File: src/hdl/ras_pkg.sv
package ras_pkg;
	localparam int DATA_W = 32;
	localparam int CHK_W = 7;
	localparam int HAM_W = 6;
	localparam int CW_LEN = 38;
	localparam int ADDR_W = 32;
	localparam int WAY_W = 2;
	localparam int N_WAY = 4;
	localparam int OP_W = 16;
	localparam int N_CH = 4;
	localparam int CH_L1D = 0;
	localparam int CH_L2D = 1;
	localparam int CH_L2T = 2;
	localparam int CH_MEM = 3;
	localparam int N_UNIT = 5;
	localparam int U_L1I = 0;
	localparam int U_L1D = 1;
	localparam int U_L2 = 2;
	localparam int U_ITLB = 3;
	localparam int U_DTLB = 4;
	localparam int N_SRC = 16;
	localparam int SRC_W = 4;
	localparam int SRC_PAR = 4;
	localparam int SRC_EXEC = 14;
	localparam int SRC_HANG = 15;
	localparam int CNT_W = 8;
	localparam int DEGRADE_DEFAULT = 8;
	localparam int RETRY_DEFAULT = 3;
	localparam int HANG_DEFAULT = 1048576;
	localparam int MARK_LOW_W = 8;
	localparam logic [CHK_W-1:0] MARK_CHECK = 7'h7f;
	localparam logic [23:0] MARK_PATTERN = 24'hbadbad;
	// Arbitrary neutral value
	localparam logic [7:0] MARK_SOURCE_DEFAULT = 8'h01;

	typedef enum logic [3:0] {
		PS_L1I_DATA, PS_L1I_TAG_A, PS_L1I_TAG_B, PS_L1D_TAG_A, PS_L1D_TAG_B,
		PS_BRANCH, PS_ITLB, PS_DTLB, PS_WIN_COPY, PS_REGS
	} par_src_t;
	typedef enum logic [1:0] {EX_ADD, EX_SHIFT, EX_GFX, EX_MUL} exec_kind_t;
	typedef enum logic [1:0] {
		SEV_CORRECTED, SEV_RECOVERED, SEV_REPORTED, SEV_FATAL
	} severity_t;
	typedef enum logic [1:0] {RT_RUN, RT_CANCEL, RT_RETRY, RT_ABORT}
		retry_state_t;
	typedef enum logic {DG_COUNT, DG_FLUSH} degrade_state_t;

	typedef struct packed {
		logic              valid;
		logic [ADDR_W-1:0] addr;
		logic [WAY_W-1:0]  way;
		logic [DATA_W-1:0] data;
		logic [CHK_W-1:0]  check;
	} ecc_word_t;
	typedef struct packed {
		logic              valid;
		logic [ADDR_W-1:0] addr;
		logic [WAY_W-1:0]  way;
		logic [DATA_W-1:0] data;
		logic [CHK_W-1:0]  check;
		logic              single;
		logic              double;
		logic              marked;
	} ecc_result_t;
	typedef struct packed {
		logic              valid;
		par_src_t          src;
		logic [ADDR_W-1:0] index;
		logic [WAY_W-1:0]  way;
	} par_event_t;
	typedef struct packed {
		logic              l1i_inval;
		logic              refetch_miss;
		logic              l1d_writeback;
		logic [1:0]        tag_notify;
		logic              mispredict;
		logic [1:0]        tlb_inval;
		logic              win_reload;
		logic [ADDR_W-1:0] index;
		logic [WAY_W-1:0]  way;
	} recover_t;
	typedef struct packed {
		logic              valid;
		exec_kind_t        kind;
		logic [OP_W-1:0]   op_a;
		logic              a_par;
		logic [OP_W-1:0]   op_b;
		logic              b_par;
		logic [DATA_W-1:0] res;
		logic              res_par;
	} exec_check_t;
	typedef struct packed {
		logic              valid;
		logic              is_float;
		logic [4:0]        reg_idx;
		logic [DATA_W-1:0] data;
		logic              par;
	} result_t;
	typedef struct packed {
		logic             valid;
		severity_t        sev;
		logic [SRC_W-1:0] source;
	} trap_t;
	typedef struct packed {
		logic              valid;
		logic [ADDR_W-1:0] addr;
		logic              double;
	} err_info_t;
	typedef struct packed {
		logic      seen;
		severity_t sev;
	} log_entry_t;
endpackage

File: src/hdl/cpu_ras_error_recovery.sv
`timescale 1ns/1ps
// Operation
// - Correct single-bit errors in first-level cache data and second-level data and tags, pass on.
// - Rewrite a corrected cache line with the corrected word.
// - Rewrite a faulty second-level tag with its failing bit inverted.
// - Instruction data parity error: invalidate entry, refetch as miss.
// - Duplicated tag copy error notifies other copy: invalidate or write back.
// - Branch history parity only forces mispredict recovery; parity just logged.
// - Translation buffer parity error invalidates that entry.
// - Count errors per unit; at threshold detach the failing way.
// - Flush dirty lines of a data or second-level way before detaching.
// - Correct single memory errors; interrupt on uncorrectable ones.
// - Record address and error type of memory errors for software.
// - Mark uncorrectable memory data with a source mark and special check.
// - Marked errors are recognised as upstream and not logged again.
// - Register parity errors detected; window copy reloaded from window registers.
// - Check operand parity, predicted result parity, multiplier residue.
// - Update-buffer parity travels unchanged into register file write.
// - Hang detector flags long completion stall as an error.
// - Hang, execution, register/update-buffer parity and uncorrectable cache errors cancel all in-flight instructions.
// - Retry one instruction at a time, back to normal on success.
// - After a threshold of failed retries, interrupt software.
// - Reported errors get a severity and per-source log entry; traps only on failed retries and uncorrectable memory errors.
// - Suppress mode blocks cancel, retry, degrade and traps for dumps.
module cpu_ras_error_recovery #(
	parameter int         HANG_CYCLES       = ras_pkg::HANG_DEFAULT,
	parameter int         DEGRADE_THRESHOLD = ras_pkg::DEGRADE_DEFAULT,
	parameter int         RETRY_THRESHOLD   = ras_pkg::RETRY_DEFAULT,
	parameter logic [7:0] MARK_SOURCE_ID    = ras_pkg::MARK_SOURCE_DEFAULT
) (
	input  wire logic                                    core_clk,
	input  wire logic                                    reset,
	input  wire logic                                    clk_en,
	input  wire logic                                    suppress_mode,
	input  wire ras_pkg::ecc_word_t [ras_pkg::N_CH-1:0]  ecc_in,
	output ras_pkg::ecc_result_t    [ras_pkg::N_CH-1:0]  ecc_out,
	output ras_pkg::ecc_word_t      [ras_pkg::N_CH-1:0]  rewrite,
	input  wire ras_pkg::par_event_t                     par_in,
	output ras_pkg::recover_t                            recover,
	input  wire ras_pkg::exec_check_t                    exec_in,
	input  wire ras_pkg::result_t                        ub_result,
	output ras_pkg::result_t                             rf_write,
	input  wire logic                                    commit,
	input  wire logic                                    busy,
	input  wire logic [ras_pkg::N_UNIT-1:0]              flush_done,
	output logic      [ras_pkg::N_UNIT-1:0]              flush_req,
	output logic [ras_pkg::N_UNIT-1:0][ras_pkg::WAY_W-1:0] flush_way,
	output logic [ras_pkg::N_UNIT-1:0][ras_pkg::N_WAY-1:0] way_off,
	output logic                                         cancel_all,
	output logic                                         single_step,
	output ras_pkg::err_info_t                           err_info,
	input  wire logic                                    err_info_clear,
	output logic                                         mem_irq,
	output ras_pkg::trap_t                               trap,
	input  wire logic [ras_pkg::SRC_W-1:0]               log_rd_idx,
	output ras_pkg::log_entry_t                          log_rd_data
);
	import ras_pkg::*;

	localparam int RCNT_W = $clog2(RETRY_THRESHOLD + 1);
	localparam int HCNT_W = $clog2(HANG_CYCLES + 1);

	function automatic logic [CHK_W-1:0] ecc_gen(input logic [DATA_W-1:0] d);
		logic [CHK_W-1:0] c;
		int               k;
		c = '0;
		k = 0;
		for (int p = 1; p <= CW_LEN; p++) begin
			if ((p & (p - 1)) != 0) begin
				for (int b = 0; b < HAM_W; b++) begin
					if (p[b])
						c[b] = c[b] ^ d[k];
				end
				k++;
			end
		end
		c[HAM_W] = ^{d, c[HAM_W-1:0]};
		return c;
	endfunction

	// Flips the data bit that the syndrome points at; check-bit hits pass
	function automatic logic [DATA_W-1:0] ecc_fix(input logic [DATA_W-1:0] d,
		input logic [HAM_W-1:0] syn);
		logic [DATA_W-1:0] r;
		int                k;
		r = d;
		k = 0;
		for (int p = 1; p <= CW_LEN; p++) begin
			if ((p & (p - 1)) != 0) begin
				if (syn == HAM_W'(p))
					r[k] = ~d[k];
				k++;
			end
		end
		return r;
	endfunction

	function automatic logic [1:0] mod3(input logic [DATA_W-1:0] v);
		int s;
		s = 0;
		for (int i = 0; i < DATA_W; i++) begin
			if (v[i])
				s = s + ((i % 2 == 1) ? 2 : 1);
		end
		return 2'(s % 3);
	endfunction

	ecc_result_t [N_CH-1:0]     next_ecc_out;
	ecc_word_t   [N_CH-1:0]     next_rewrite;
	recover_t                   next_recover;
	result_t                    next_rf_write;
	err_info_t                  next_err_info;
	logic                       next_mem_irq;
	trap_t                      next_trap;
	logic [N_UNIT-1:0]          unit_hit;
	logic [N_UNIT-1:0][WAY_W-1:0] unit_way;
	degrade_state_t             dg_state [N_UNIT];
	logic [WAY_W-1:0]           dg_way [N_UNIT];
	logic [N_WAY-1:0]           dg_off [N_UNIT];
	logic                       exec_err;
	logic                       ub_err;
	logic                       det_err;
	logic [SRC_W-1:0]           det_src;
	logic                       mem_dbl;
	retry_state_t               rstate, next_rstate;
	logic [RCNT_W-1:0]          rcnt, next_rcnt;
	logic [HCNT_W-1:0]          hcnt, next_hcnt;
	logic                       hang, next_hang;
	logic [N_SRC-1:0]           src_hit;
	severity_t                  src_sev [N_SRC];
	logic                       log_we;
	logic [SRC_W-1:0]           log_sel;
	log_entry_t                 log_wdata;

	for (genvar ch = 0; ch < N_CH; ch++) begin : g_ecc
		always_comb begin
			logic [CHK_W-1:0]  gen;
			logic [HAM_W-1:0]  syn;
			logic              odd;
			logic [DATA_W-1:0] fixed;
			gen = ecc_gen(ecc_in[ch].data);
			syn = gen[HAM_W-1:0] ^ ecc_in[ch].check[HAM_W-1:0];
			odd = ^{ecc_in[ch].data, ecc_in[ch].check};
			fixed = ecc_fix(ecc_in[ch].data, syn);
			next_ecc_out[ch] = '0;
			next_ecc_out[ch].valid = ecc_in[ch].valid;
			next_ecc_out[ch].addr = ecc_in[ch].addr;
			next_ecc_out[ch].way = ecc_in[ch].way;
			next_ecc_out[ch].marked = ecc_in[ch].check == MARK_CHECK &&
				ecc_in[ch].data[DATA_W-1:MARK_LOW_W] == MARK_PATTERN;
			next_ecc_out[ch].single = ecc_in[ch].valid && odd &&
				!next_ecc_out[ch].marked;
			next_ecc_out[ch].double = ecc_in[ch].valid &&
				((!odd && syn != '0) || next_ecc_out[ch].marked);
			if (next_ecc_out[ch].single) begin
				next_ecc_out[ch].data = fixed;
				next_ecc_out[ch].check = ecc_gen(fixed);
			end else begin
				next_ecc_out[ch].data = ecc_in[ch].data;
				next_ecc_out[ch].check = ecc_in[ch].check;
			end
			if (ch == CH_MEM && next_ecc_out[ch].double &&
				!next_ecc_out[ch].marked) begin
				next_ecc_out[ch].data = {MARK_PATTERN, MARK_SOURCE_ID};
				next_ecc_out[ch].check = MARK_CHECK;
			end
			// Tag rewrite is the stored word with the failing bit inverted
			next_rewrite[ch] = '0;
			next_rewrite[ch].valid = ch != CH_MEM &&
				next_ecc_out[ch].single;
			next_rewrite[ch].addr = ecc_in[ch].addr;
			next_rewrite[ch].way = ecc_in[ch].way;
			next_rewrite[ch].data = next_ecc_out[ch].data;
			next_rewrite[ch].check = next_ecc_out[ch].check;
		end

		always_ff @(posedge core_clk) begin
			if (reset) begin
				ecc_out[ch] <= '0;
				rewrite[ch] <= '0;
			end else if (clk_en) begin
				ecc_out[ch] <= next_ecc_out[ch];
				rewrite[ch] <= next_rewrite[ch];
			end
		end
	end

	always_comb begin
		next_recover = '0;
		next_recover.index = par_in.index;
		next_recover.way = par_in.way;
		if (par_in.valid) begin
			unique case (par_in.src)
				PS_L1I_DATA: begin
					next_recover.l1i_inval = 1'b1;
					next_recover.refetch_miss = 1'b1;
				end
				PS_L1I_TAG_A, PS_L1I_TAG_B: begin
					next_recover.tag_notify = par_in.src == PS_L1I_TAG_A ?
						2'b10 : 2'b01;
					next_recover.l1i_inval = 1'b1;
				end
				PS_L1D_TAG_A, PS_L1D_TAG_B: begin
					next_recover.tag_notify = par_in.src == PS_L1D_TAG_A ?
						2'b10 : 2'b01;
					next_recover.l1d_writeback = 1'b1;
				end
				PS_BRANCH: next_recover.mispredict = 1'b1;
				PS_ITLB: next_recover.tlb_inval = 2'b01;
				PS_DTLB: next_recover.tlb_inval = 2'b10;
				PS_WIN_COPY: next_recover.win_reload = 1'b1;
				PS_REGS: ;
				default: ;
			endcase
		end
	end

	always_comb begin
		exec_err = exec_in.valid && (exec_in.a_par != ^exec_in.op_a ||
			exec_in.b_par != ^exec_in.op_b);
		if (exec_in.valid && exec_in.kind == EX_MUL) begin
			if (mod3(exec_in.res) != mod3(DATA_W'(
				{2'b00, mod3(DATA_W'(exec_in.op_a))} *
				{2'b00, mod3(DATA_W'(exec_in.op_b))})))
				exec_err = 1'b1;
		end else if (exec_in.valid && exec_in.res_par != ^exec_in.res) begin
			exec_err = 1'b1;
		end
		next_rf_write = ub_result;
		ub_err = ub_result.valid && ^ub_result.data != ub_result.par;
	end

	always_comb begin
		unit_hit = '0;
		unit_way = '0;
		for (int ch = 0; ch < CH_MEM; ch++) begin
			if (ecc_out[ch].valid && !ecc_out[ch].marked &&
				(ecc_out[ch].single || ecc_out[ch].double)) begin
				unit_hit[ch == CH_L1D ? U_L1D : U_L2] = 1'b1;
				unit_way[ch == CH_L1D ? U_L1D : U_L2] = ecc_out[ch].way;
			end
		end
		if (par_in.valid) begin
			unique case (par_in.src)
				PS_L1I_DATA, PS_L1I_TAG_A, PS_L1I_TAG_B: begin
					unit_hit[U_L1I] = 1'b1;
					unit_way[U_L1I] = par_in.way;
				end
				PS_L1D_TAG_A, PS_L1D_TAG_B: begin
					unit_hit[U_L1D] = 1'b1;
					unit_way[U_L1D] = par_in.way;
				end
				PS_ITLB: begin
					unit_hit[U_ITLB] = 1'b1;
					unit_way[U_ITLB] = par_in.way;
				end
				PS_DTLB: begin
					unit_hit[U_DTLB] = 1'b1;
					unit_way[U_DTLB] = par_in.way;
				end
				default: ;
			endcase
		end
	end

	for (genvar u = 0; u < N_UNIT; u++) begin : g_degrade
		degrade_state_t   next_state;
		logic [CNT_W-1:0] cnt, next_cnt;
		logic [WAY_W-1:0] next_way;
		logic [N_WAY-1:0] next_off;

		always_comb begin
			next_state = dg_state[u];
			next_cnt = cnt;
			next_way = dg_way[u];
			next_off = dg_off[u];
			unique case (dg_state[u])
				DG_COUNT: if (unit_hit[u] && !suppress_mode) begin
					next_way = unit_way[u];
					if (cnt == CNT_W'(DEGRADE_THRESHOLD - 1)) begin
						next_cnt = '0;
						if (u == U_L1D || u == U_L2)
							next_state = DG_FLUSH;
						else
							next_off[unit_way[u]] = 1'b1;
					end else begin
						next_cnt = cnt + 1'b1;
					end
				end
				DG_FLUSH: if (flush_done[u]) begin
					next_off[dg_way[u]] = 1'b1;
					next_state = DG_COUNT;
				end
			endcase
		end

		always_ff @(posedge core_clk) begin
			if (reset) begin
				dg_state[u] <= DG_COUNT;
				cnt <= '0;
				dg_way[u] <= '0;
				dg_off[u] <= '0;
			end else if (clk_en) begin
				dg_state[u] <= next_state;
				cnt <= next_cnt;
				dg_way[u] <= next_way;
				dg_off[u] <= next_off;
			end
		end
	end

	always_comb begin
		for (int u = 0; u < N_UNIT; u++) begin
			flush_req[u] = dg_state[u] == DG_FLUSH;
			flush_way[u] = dg_way[u];
			way_off[u] = dg_off[u];
		end
	end

	// Errors that void the in-flight work; first source wins for the trap
	always_comb begin
		det_err = 1'b1;
		det_src = SRC_W'(SRC_HANG);
		if (hang)
			det_src = SRC_W'(SRC_HANG);
		else if (exec_err)
			det_src = SRC_W'(SRC_EXEC);
		else if (ub_err || (par_in.valid && par_in.src == PS_REGS))
			det_src = SRC_W'(SRC_PAR + int'(PS_REGS));
		else if (ecc_out[CH_L1D].valid && ecc_out[CH_L1D].double)
			det_src = SRC_W'(CH_L1D);
		else if (ecc_out[CH_L2D].valid && ecc_out[CH_L2D].double)
			det_src = SRC_W'(CH_L2D);
		else if (ecc_out[CH_L2T].valid && ecc_out[CH_L2T].double)
			det_src = SRC_W'(CH_L2T);
		else
			det_err = 1'b0;
	end

	always_comb begin
		next_rstate = rstate;
		next_rcnt = rcnt;
		next_trap = '0;
		mem_dbl = ecc_out[CH_MEM].valid && ecc_out[CH_MEM].double &&
			!ecc_out[CH_MEM].marked;
		unique case (rstate)
			RT_RUN: if (det_err && !suppress_mode)
				next_rstate = RT_CANCEL;
			RT_CANCEL: next_rstate = RT_RETRY;
			RT_RETRY: if (det_err && !suppress_mode) begin
				if (rcnt == RCNT_W'(RETRY_THRESHOLD - 1)) begin
					next_rcnt = '0;
					next_rstate = RT_ABORT;
					next_trap = '{1'b1, SEV_REPORTED, det_src};
				end else begin
					next_rcnt = rcnt + 1'b1;
					next_rstate = RT_CANCEL;
				end
			end else if (commit) begin
				next_rcnt = '0;
				next_rstate = RT_RUN;
			end
			RT_ABORT: next_rstate = RT_RUN;
		endcase
		if (mem_dbl && !suppress_mode && !next_trap.valid)
			next_trap = '{1'b1, SEV_FATAL, SRC_W'(CH_MEM)};
		next_mem_irq = mem_dbl;
		next_err_info = err_info;
		if (err_info_clear)
			next_err_info.valid = 1'b0;
		// A new error outranks a clear in the same cycle
		if (ecc_out[CH_MEM].valid && !ecc_out[CH_MEM].marked &&
			(ecc_out[CH_MEM].single || ecc_out[CH_MEM].double))
			next_err_info = '{1'b1, ecc_out[CH_MEM].addr,
				ecc_out[CH_MEM].double};
	end

	assign cancel_all = rstate == RT_CANCEL || rstate == RT_ABORT;
	assign single_step = rstate == RT_RETRY;

	always_comb begin
		next_hcnt = '0;
		next_hang = 1'b0;
		if (busy && !commit && !cancel_all) begin
			if (hcnt == HCNT_W'(HANG_CYCLES - 1))
				next_hang = 1'b1;
			else
				next_hcnt = hcnt + 1'b1;
		end
	end

	always_ff @(posedge core_clk) begin
		if (reset) begin
			rstate <= RT_RUN;
			rcnt <= '0;
			hcnt <= '0;
			hang <= 1'b0;
			trap <= '0;
			mem_irq <= 1'b0;
			err_info <= '0;
			recover <= '0;
			rf_write <= '0;
		end else if (clk_en) begin
			rstate <= next_rstate;
			rcnt <= next_rcnt;
			hcnt <= next_hcnt;
			hang <= next_hang;
			trap <= next_trap;
			mem_irq <= next_mem_irq;
			err_info <= next_err_info;
			recover <= next_recover;
			rf_write <= next_rf_write;
		end
	end

	// One log write per cycle: simultaneous sources beyond the lowest
	// index are dropped, which only costs a missed entry in practice
	always_comb begin
		src_hit = '0;
		for (int i = 0; i < N_SRC; i++)
			src_sev[i] = SEV_RECOVERED;
		for (int ch = 0; ch < N_CH; ch++) begin
			src_hit[ch] = ecc_out[ch].valid && !ecc_out[ch].marked &&
				(ecc_out[ch].single || ecc_out[ch].double);
			src_sev[ch] = ecc_out[ch].double ? SEV_REPORTED : SEV_CORRECTED;
		end
		if (par_in.valid)
			src_hit[SRC_PAR + int'(par_in.src)] = 1'b1;
		src_hit[SRC_EXEC] = exec_err || ub_err;
		src_hit[SRC_HANG] = hang;
		log_we = src_hit != '0;
		log_sel = '0;
		for (int i = N_SRC - 1; i >= 0; i--) begin
			if (src_hit[i])
				log_sel = SRC_W'(i);
		end
		log_wdata = '{1'b1, src_sev[log_sel]};
	end

	ras_log_ram #(
		.WIDTH ($bits(log_entry_t)),
		.DEPTH (N_SRC),
		.AW    (SRC_W)
	) u_log (
		.core_clk (core_clk),
		.reset    (reset),
		.clk_en   (clk_en),
		.we       (log_we),
		.waddr    (log_sel),
		.wdata    (log_wdata),
		.raddr    (log_rd_idx),
		.rdata    (log_rd_data)
	);
endmodule // cpu_ras_error_recovery

File: src/hdl/ras_log_ram.sv
`timescale 1ns/1ps
module ras_log_ram #(
	parameter int WIDTH = 3,
	parameter int DEPTH = 16,
	parameter int AW    = 4
) (
	input  wire logic             core_clk,
	input  wire logic             reset,
	input  wire logic             clk_en,
	input  wire logic             we,
	input  wire logic [AW-1:0]    waddr,
	input  wire logic [WIDTH-1:0] wdata,
	input  wire logic [AW-1:0]    raddr,
	output logic      [WIDTH-1:0] rdata
);
	logic [WIDTH-1:0] mem [DEPTH];

	// Cleared on reset so that unseen sources read as empty
	always_ff @(posedge core_clk) begin
		if (reset) begin
			for (int i = 0; i < DEPTH; i++)
				mem[i] <= '0;
			rdata <= '0;
		end else if (clk_en) begin
			if (we)
				mem[waddr] <= wdata;
			rdata <= mem[raddr];
		end
	end
endmodule // ras_log_ram

File: config.mk
export PLATFORM = sky130hd
export DESIGN_NAME = cpu_ras_error_recovery
export DESIGN_NICKNAME = d
export VERILOG_FILES = /design/src/hdl/ras_pkg.sv /design/src/hdl/cpu_ras_error_recovery.sv /design/src/hdl/ras_log_ram.sv
export SDC_FILE = /design/constraint.sdc
export NUM_CORES = 2
export LEC_CHECK = 0
export ABC_AREA = 1
export CAP_MARGIN = 40
export CELL_PAD_IN_SITES_DETAIL_PLACEMENT = 2
export CELL_PAD_IN_SITES_GLOBAL_PLACEMENT = 2
export CORE_AREA = 3 3 474 476
export CTS_CLUSTER_DIAMETER = 40
export DETAILED_ROUTE_END_ITERATION = 7
export DIE_AREA = 0 0 477 479
export DONT_BUFFER_PORTS = 1
export MAX_ROUTING_LAYER = met4
export PLACE_DENSITY_LB_ADDON = 0.08
export SYNTH_ARGS = -nofsm -noshare
export SYNTH_HDL_FRONTEND = slang
export SYNTH_HIERARCHICAL = 1
export SYNTH_SLANG_ARGS = --single-unit
File: constraint.sdc
create_clock -name core_clk -period 28.8 [get_ports core_clk]
set_clock_uncertainty 0.1 [all_clocks]
set_input_delay 1.44 -clock core_clk [delete_from_list [all_inputs] [get_ports core_clk]]
set_output_delay 1.44 -clock core_clk [all_outputs]
set_load 0.005 [all_outputs]
==> impl_metrics.csv <==
group,metric,value,unit
floorplan,dieWidth,477,µm
drt,drt_iter0_markers,1643,
timing,hold_viol,0,
drt,drt_pass1_iterations,5,
clock_tree,clockBufferDepth,3,
synth,muxShareOfSynthArea,0.04324,%
drt,drc,0,
final_layout,final_common_cell,"nand2_1",
worst_setup_path,r2r-end,"hcnt[18]",
worst_setup_path,reg2reg_slack,25.16,ns
power_and_ir_drop,p_int,3.450,mW
job,drv_cap,0,
synth,avgSynthCellArea,7.142,µm²
power_and_ir_drop,p_total,6.782,mW
worst_setup_path,crit_path_top_delay_cell,"nor3_1",
final_layout,mostFrequentLayoutCells,"1,351 x nand2_1, 669 x inv_1, 616 x xor2_1",
timing,fin_crit_sh,65.66,%
timing,worst_pin_slew,0.9142,ns
placement,io_buffers,0,
final_layout,fillers,25914,
worst_hold_path,whs_path_depth,2,
synth,syn_area,46300,µm²
clock_tree,cts_resized,0,
timing,setup_tns,0,ns
floorplan,initial_core_util,20.91,%
drt,postRouteAntennaNets,0,
worst_setup_path,critPathMaxStageDelay,0.41,ns
clock_tree,cts_num_sinks,583,
synth,syn-instance-count,6483,
power_and_ir_drop,powerDensity,127.9,nW/µm²
worst_setup_path,crit_arrival,19.27,ns
synth,synth_xor_area_share,18.97,%
clock_tree,cts_tree,"done",
timing,fmax,52.88,MHz
worst_setup_path,worstPathMaxFanout,4,
worst_setup_path,cp-start-kind,"primary input",
floorplan,pin_count,1230,
drt,wirelength,231.9,mm
drt,via_per_inst,4.524,
placement,post-dp-hpwl,192.0,mm
synth,synth-edff-count,83,
drt,route.vias.total,42015,
global_route,grt_pass1_wl,332.6,mm
synth,synth_compound_area_share,12.18,%
worst_setup_path,path_common_cell,"nand2_1",
worst_hold_path,min_to,"hcnt[20]",
power_and_ir_drop,clkPwrFrac,27.1,%
timing,period_minus_slack,18.91,ns
power_and_ir_drop,p_comb_share,55.6,%
power_and_ir_drop,seqPwrFrac,17.3,%
synth,synth_top_family_by_area,"simple AND/OR/NAND/NOR gates",
final_layout,drive_above_1_share,10.45,%
worst_setup_path,critPathKind,"in -> reg",
synth,mappedNetlistNets,7040,
synth,async_flop_share,0,%
timing,maxSlewHeadroom,38.83,%
synth,yosysSeqAreaShare,27.00,%
clock_tree,hold_buffers,0,
synth,synth-seq-cells,583,
final_layout,syn_to_final_growth,14.48,%
synth,yosysWarnings,6,
synth,yosysTopAreaCellShare,21.62,%
clock_tree,clkTransAtPathRegs,0.05,ns
power_and_ir_drop,max-vdd-ir-drop,0.0001688,V
synth,synth_area_leaders,"dfxtp_1 22%, xor2_1 12%, nand2_1 11%",
synth,ys.flop_type,"dfxtp_1",
clock_tree,numCtsBuffers,154,
global_route,grt.total_usage,20.27,%
final_layout,nets,6719,
power_and_ir_drop,netSwitchingPower,3.333,mW
timing,rsz0062_at_grt,"no",
clock_tree,clockRootBuffer,"clkbuf_16",
synth,synthAdderAreaFrac,2.594,%
clock_tree,postCtsSetupRepairBufs,0,
worst_setup_path,crit_required,29.16,ns
power_and_ir_drop,power_leakage,22.35,nW
clock_tree,clkLatencyLatePin,0.79,ns
power_and_ir_drop,p_sw_share,49.14,%
timing,finalSetupViolCount,0,
worst_hold_path,hold_start,"hcnt[20]",
global_route,grt_pass1_vias,45179,
global_route,grt_overflow,0,
global_route,antenna_found_initial,26,
status,outcome,"completed",
final_layout,multi_input_area,27990,µm²
synth,yosysTopAreaCell,"dfxtp_1",
timing,finalMaxSlewViolations,0,
floorplan,num_rows,173,
final_layout,seq_area,12500,µm²
drt,wl_per_cell,24.97,µm
synth,synth_simple_gate_area_share,26.53,%
floorplan,coreArea,221400,µm²
synth,synthDistinctLibCells,69,
floorplan,die_y,479,µm
placement,globalplace.congestion,0.8615,
worst_setup_path,end_kind,"flip-flop",
floorplan,die_area,228500,µm²
worst_hold_path,hp-class,"reg -> reg",
worst_setup_path,r2r_cells,16,
worst_setup_path,timing.rr.start,"hcnt[0]",
global_route,grt_start_max_net_pins,132,
clock_tree,h-tree-depth,4,
-- cell usage after synthesis, drive strengths merged, types with 18 or more instances --
master	count
nand2	1490
inv	710
xor2	616
nor2	523
dfxtp	500
nand3	450
xnor2	386
buf	320
o21ai	301
a22o	208
clkbuf	208
a21oi	176
ha	96
edfxtp	83
nor3	72
nand4	63
or2	54
a32o	52
a31oi	23
nor4	20
nand3b	18
-- worst max-delay path, delay by kind of cell --
family	cells	cell delay [ns]
compound gates	11	1.46
buf+inv	15	1.09
simple gates	82	11.05
fa+ha+maj	18	4.23
-- area by class of cell --
class,instances,area share [%]
inverters,715,5.068
well taps,2975,7.022
repair buffers,51,0.9323
clock inverters,78,2.412
multi-input cells,4657,52.80
clock buffers,205,8.072
flip-flops and latches,583,23.58
diodes,24,0.1133
-- worst max-delay path by stage --
stage | startpoint | endpoint | slack, ns | depth (start not counted)
floorplan | exec_in[1] | u_log/mem[10][1] | 11.38 | 128
global route | exec_in[1] | u_log/mem[10][0] | 7.77 | 130
finish | exec_in[1] | u_log/mem[9][1] | 9.89 | 126
global placement | exec_in[1] | u_log/mem[6][1] | 9.41 | 128
CTS | exec_in[1] | u_log/mem[10][1] | 9.73 | 126
detailed placement | exec_in[1] | u_log/mem[10][0] | 8.90 | 126
-- logic make-up after synthesis --
| kind of cell | count (synthesis) |
|---|---|
| buffers and inverters | 1243 |
| muxes | 2 |
| xor gates and xnor gates | 1002 |
| DFF | 583 |
| other | 2 |
| adders and majority gates | 96 |
| AOI/OAI and AO/OA | 854 |
| and+or+nand+nor | 2701 |
-- power by group through the flow --
stage | registers (mW) | logic [mW] | clock network (mW)
floorplan | 1.04 | 2.91 | 0
global placement | 1.21 | 3.76 | 0
detailed placement | 1.20 | 3.87 | 0
CTS | 1.18 | 3.89 | 1.89
global route | 1.19 | 4.28 | 1.94
finish | 1.17 | 3.77 | 1.84
-- through the flow --
stage	utilization [%]	hold slack (ns)	setup slack, ns	area [µm²]	instances
detailed placement	21.40	0.3421	8.899	47390	8981
global route	23.93	0.3740	7.774	53000	9283
floorplan	-	0.3216	11.38	46300	6483
global placement	21.29	0.3341	9.405	47150	8962
finish	23.94	0.3463	9.891	53010	9288
CTS	23.91	0.3509	9.728	52950	9264
-- state kept, by name (all words and copies together), names as in the netlist --
signal	count
hcnt	21
rcnt	2
dg_way	10
rstate	2
rewrite	73
dg_state	5
dg_off	20
mem_irq	1
u_log/mem	48
g_degrade.cnt	40
hang	1
recover	43
u_log/rdata	3
trap	5
ecc_out	235
rf_write	40
err_info	34
-- metal layers --
metal	GRT usage [%]	share of wire, %	up-vias
met4	4.604	2.1	0
met5	-	0	-
met1	24.82	45	20714
li1	-	-	20026
met2	31.37	45	1046
met3	7.779	8.7	229
(Power assumes the default switching activity.)
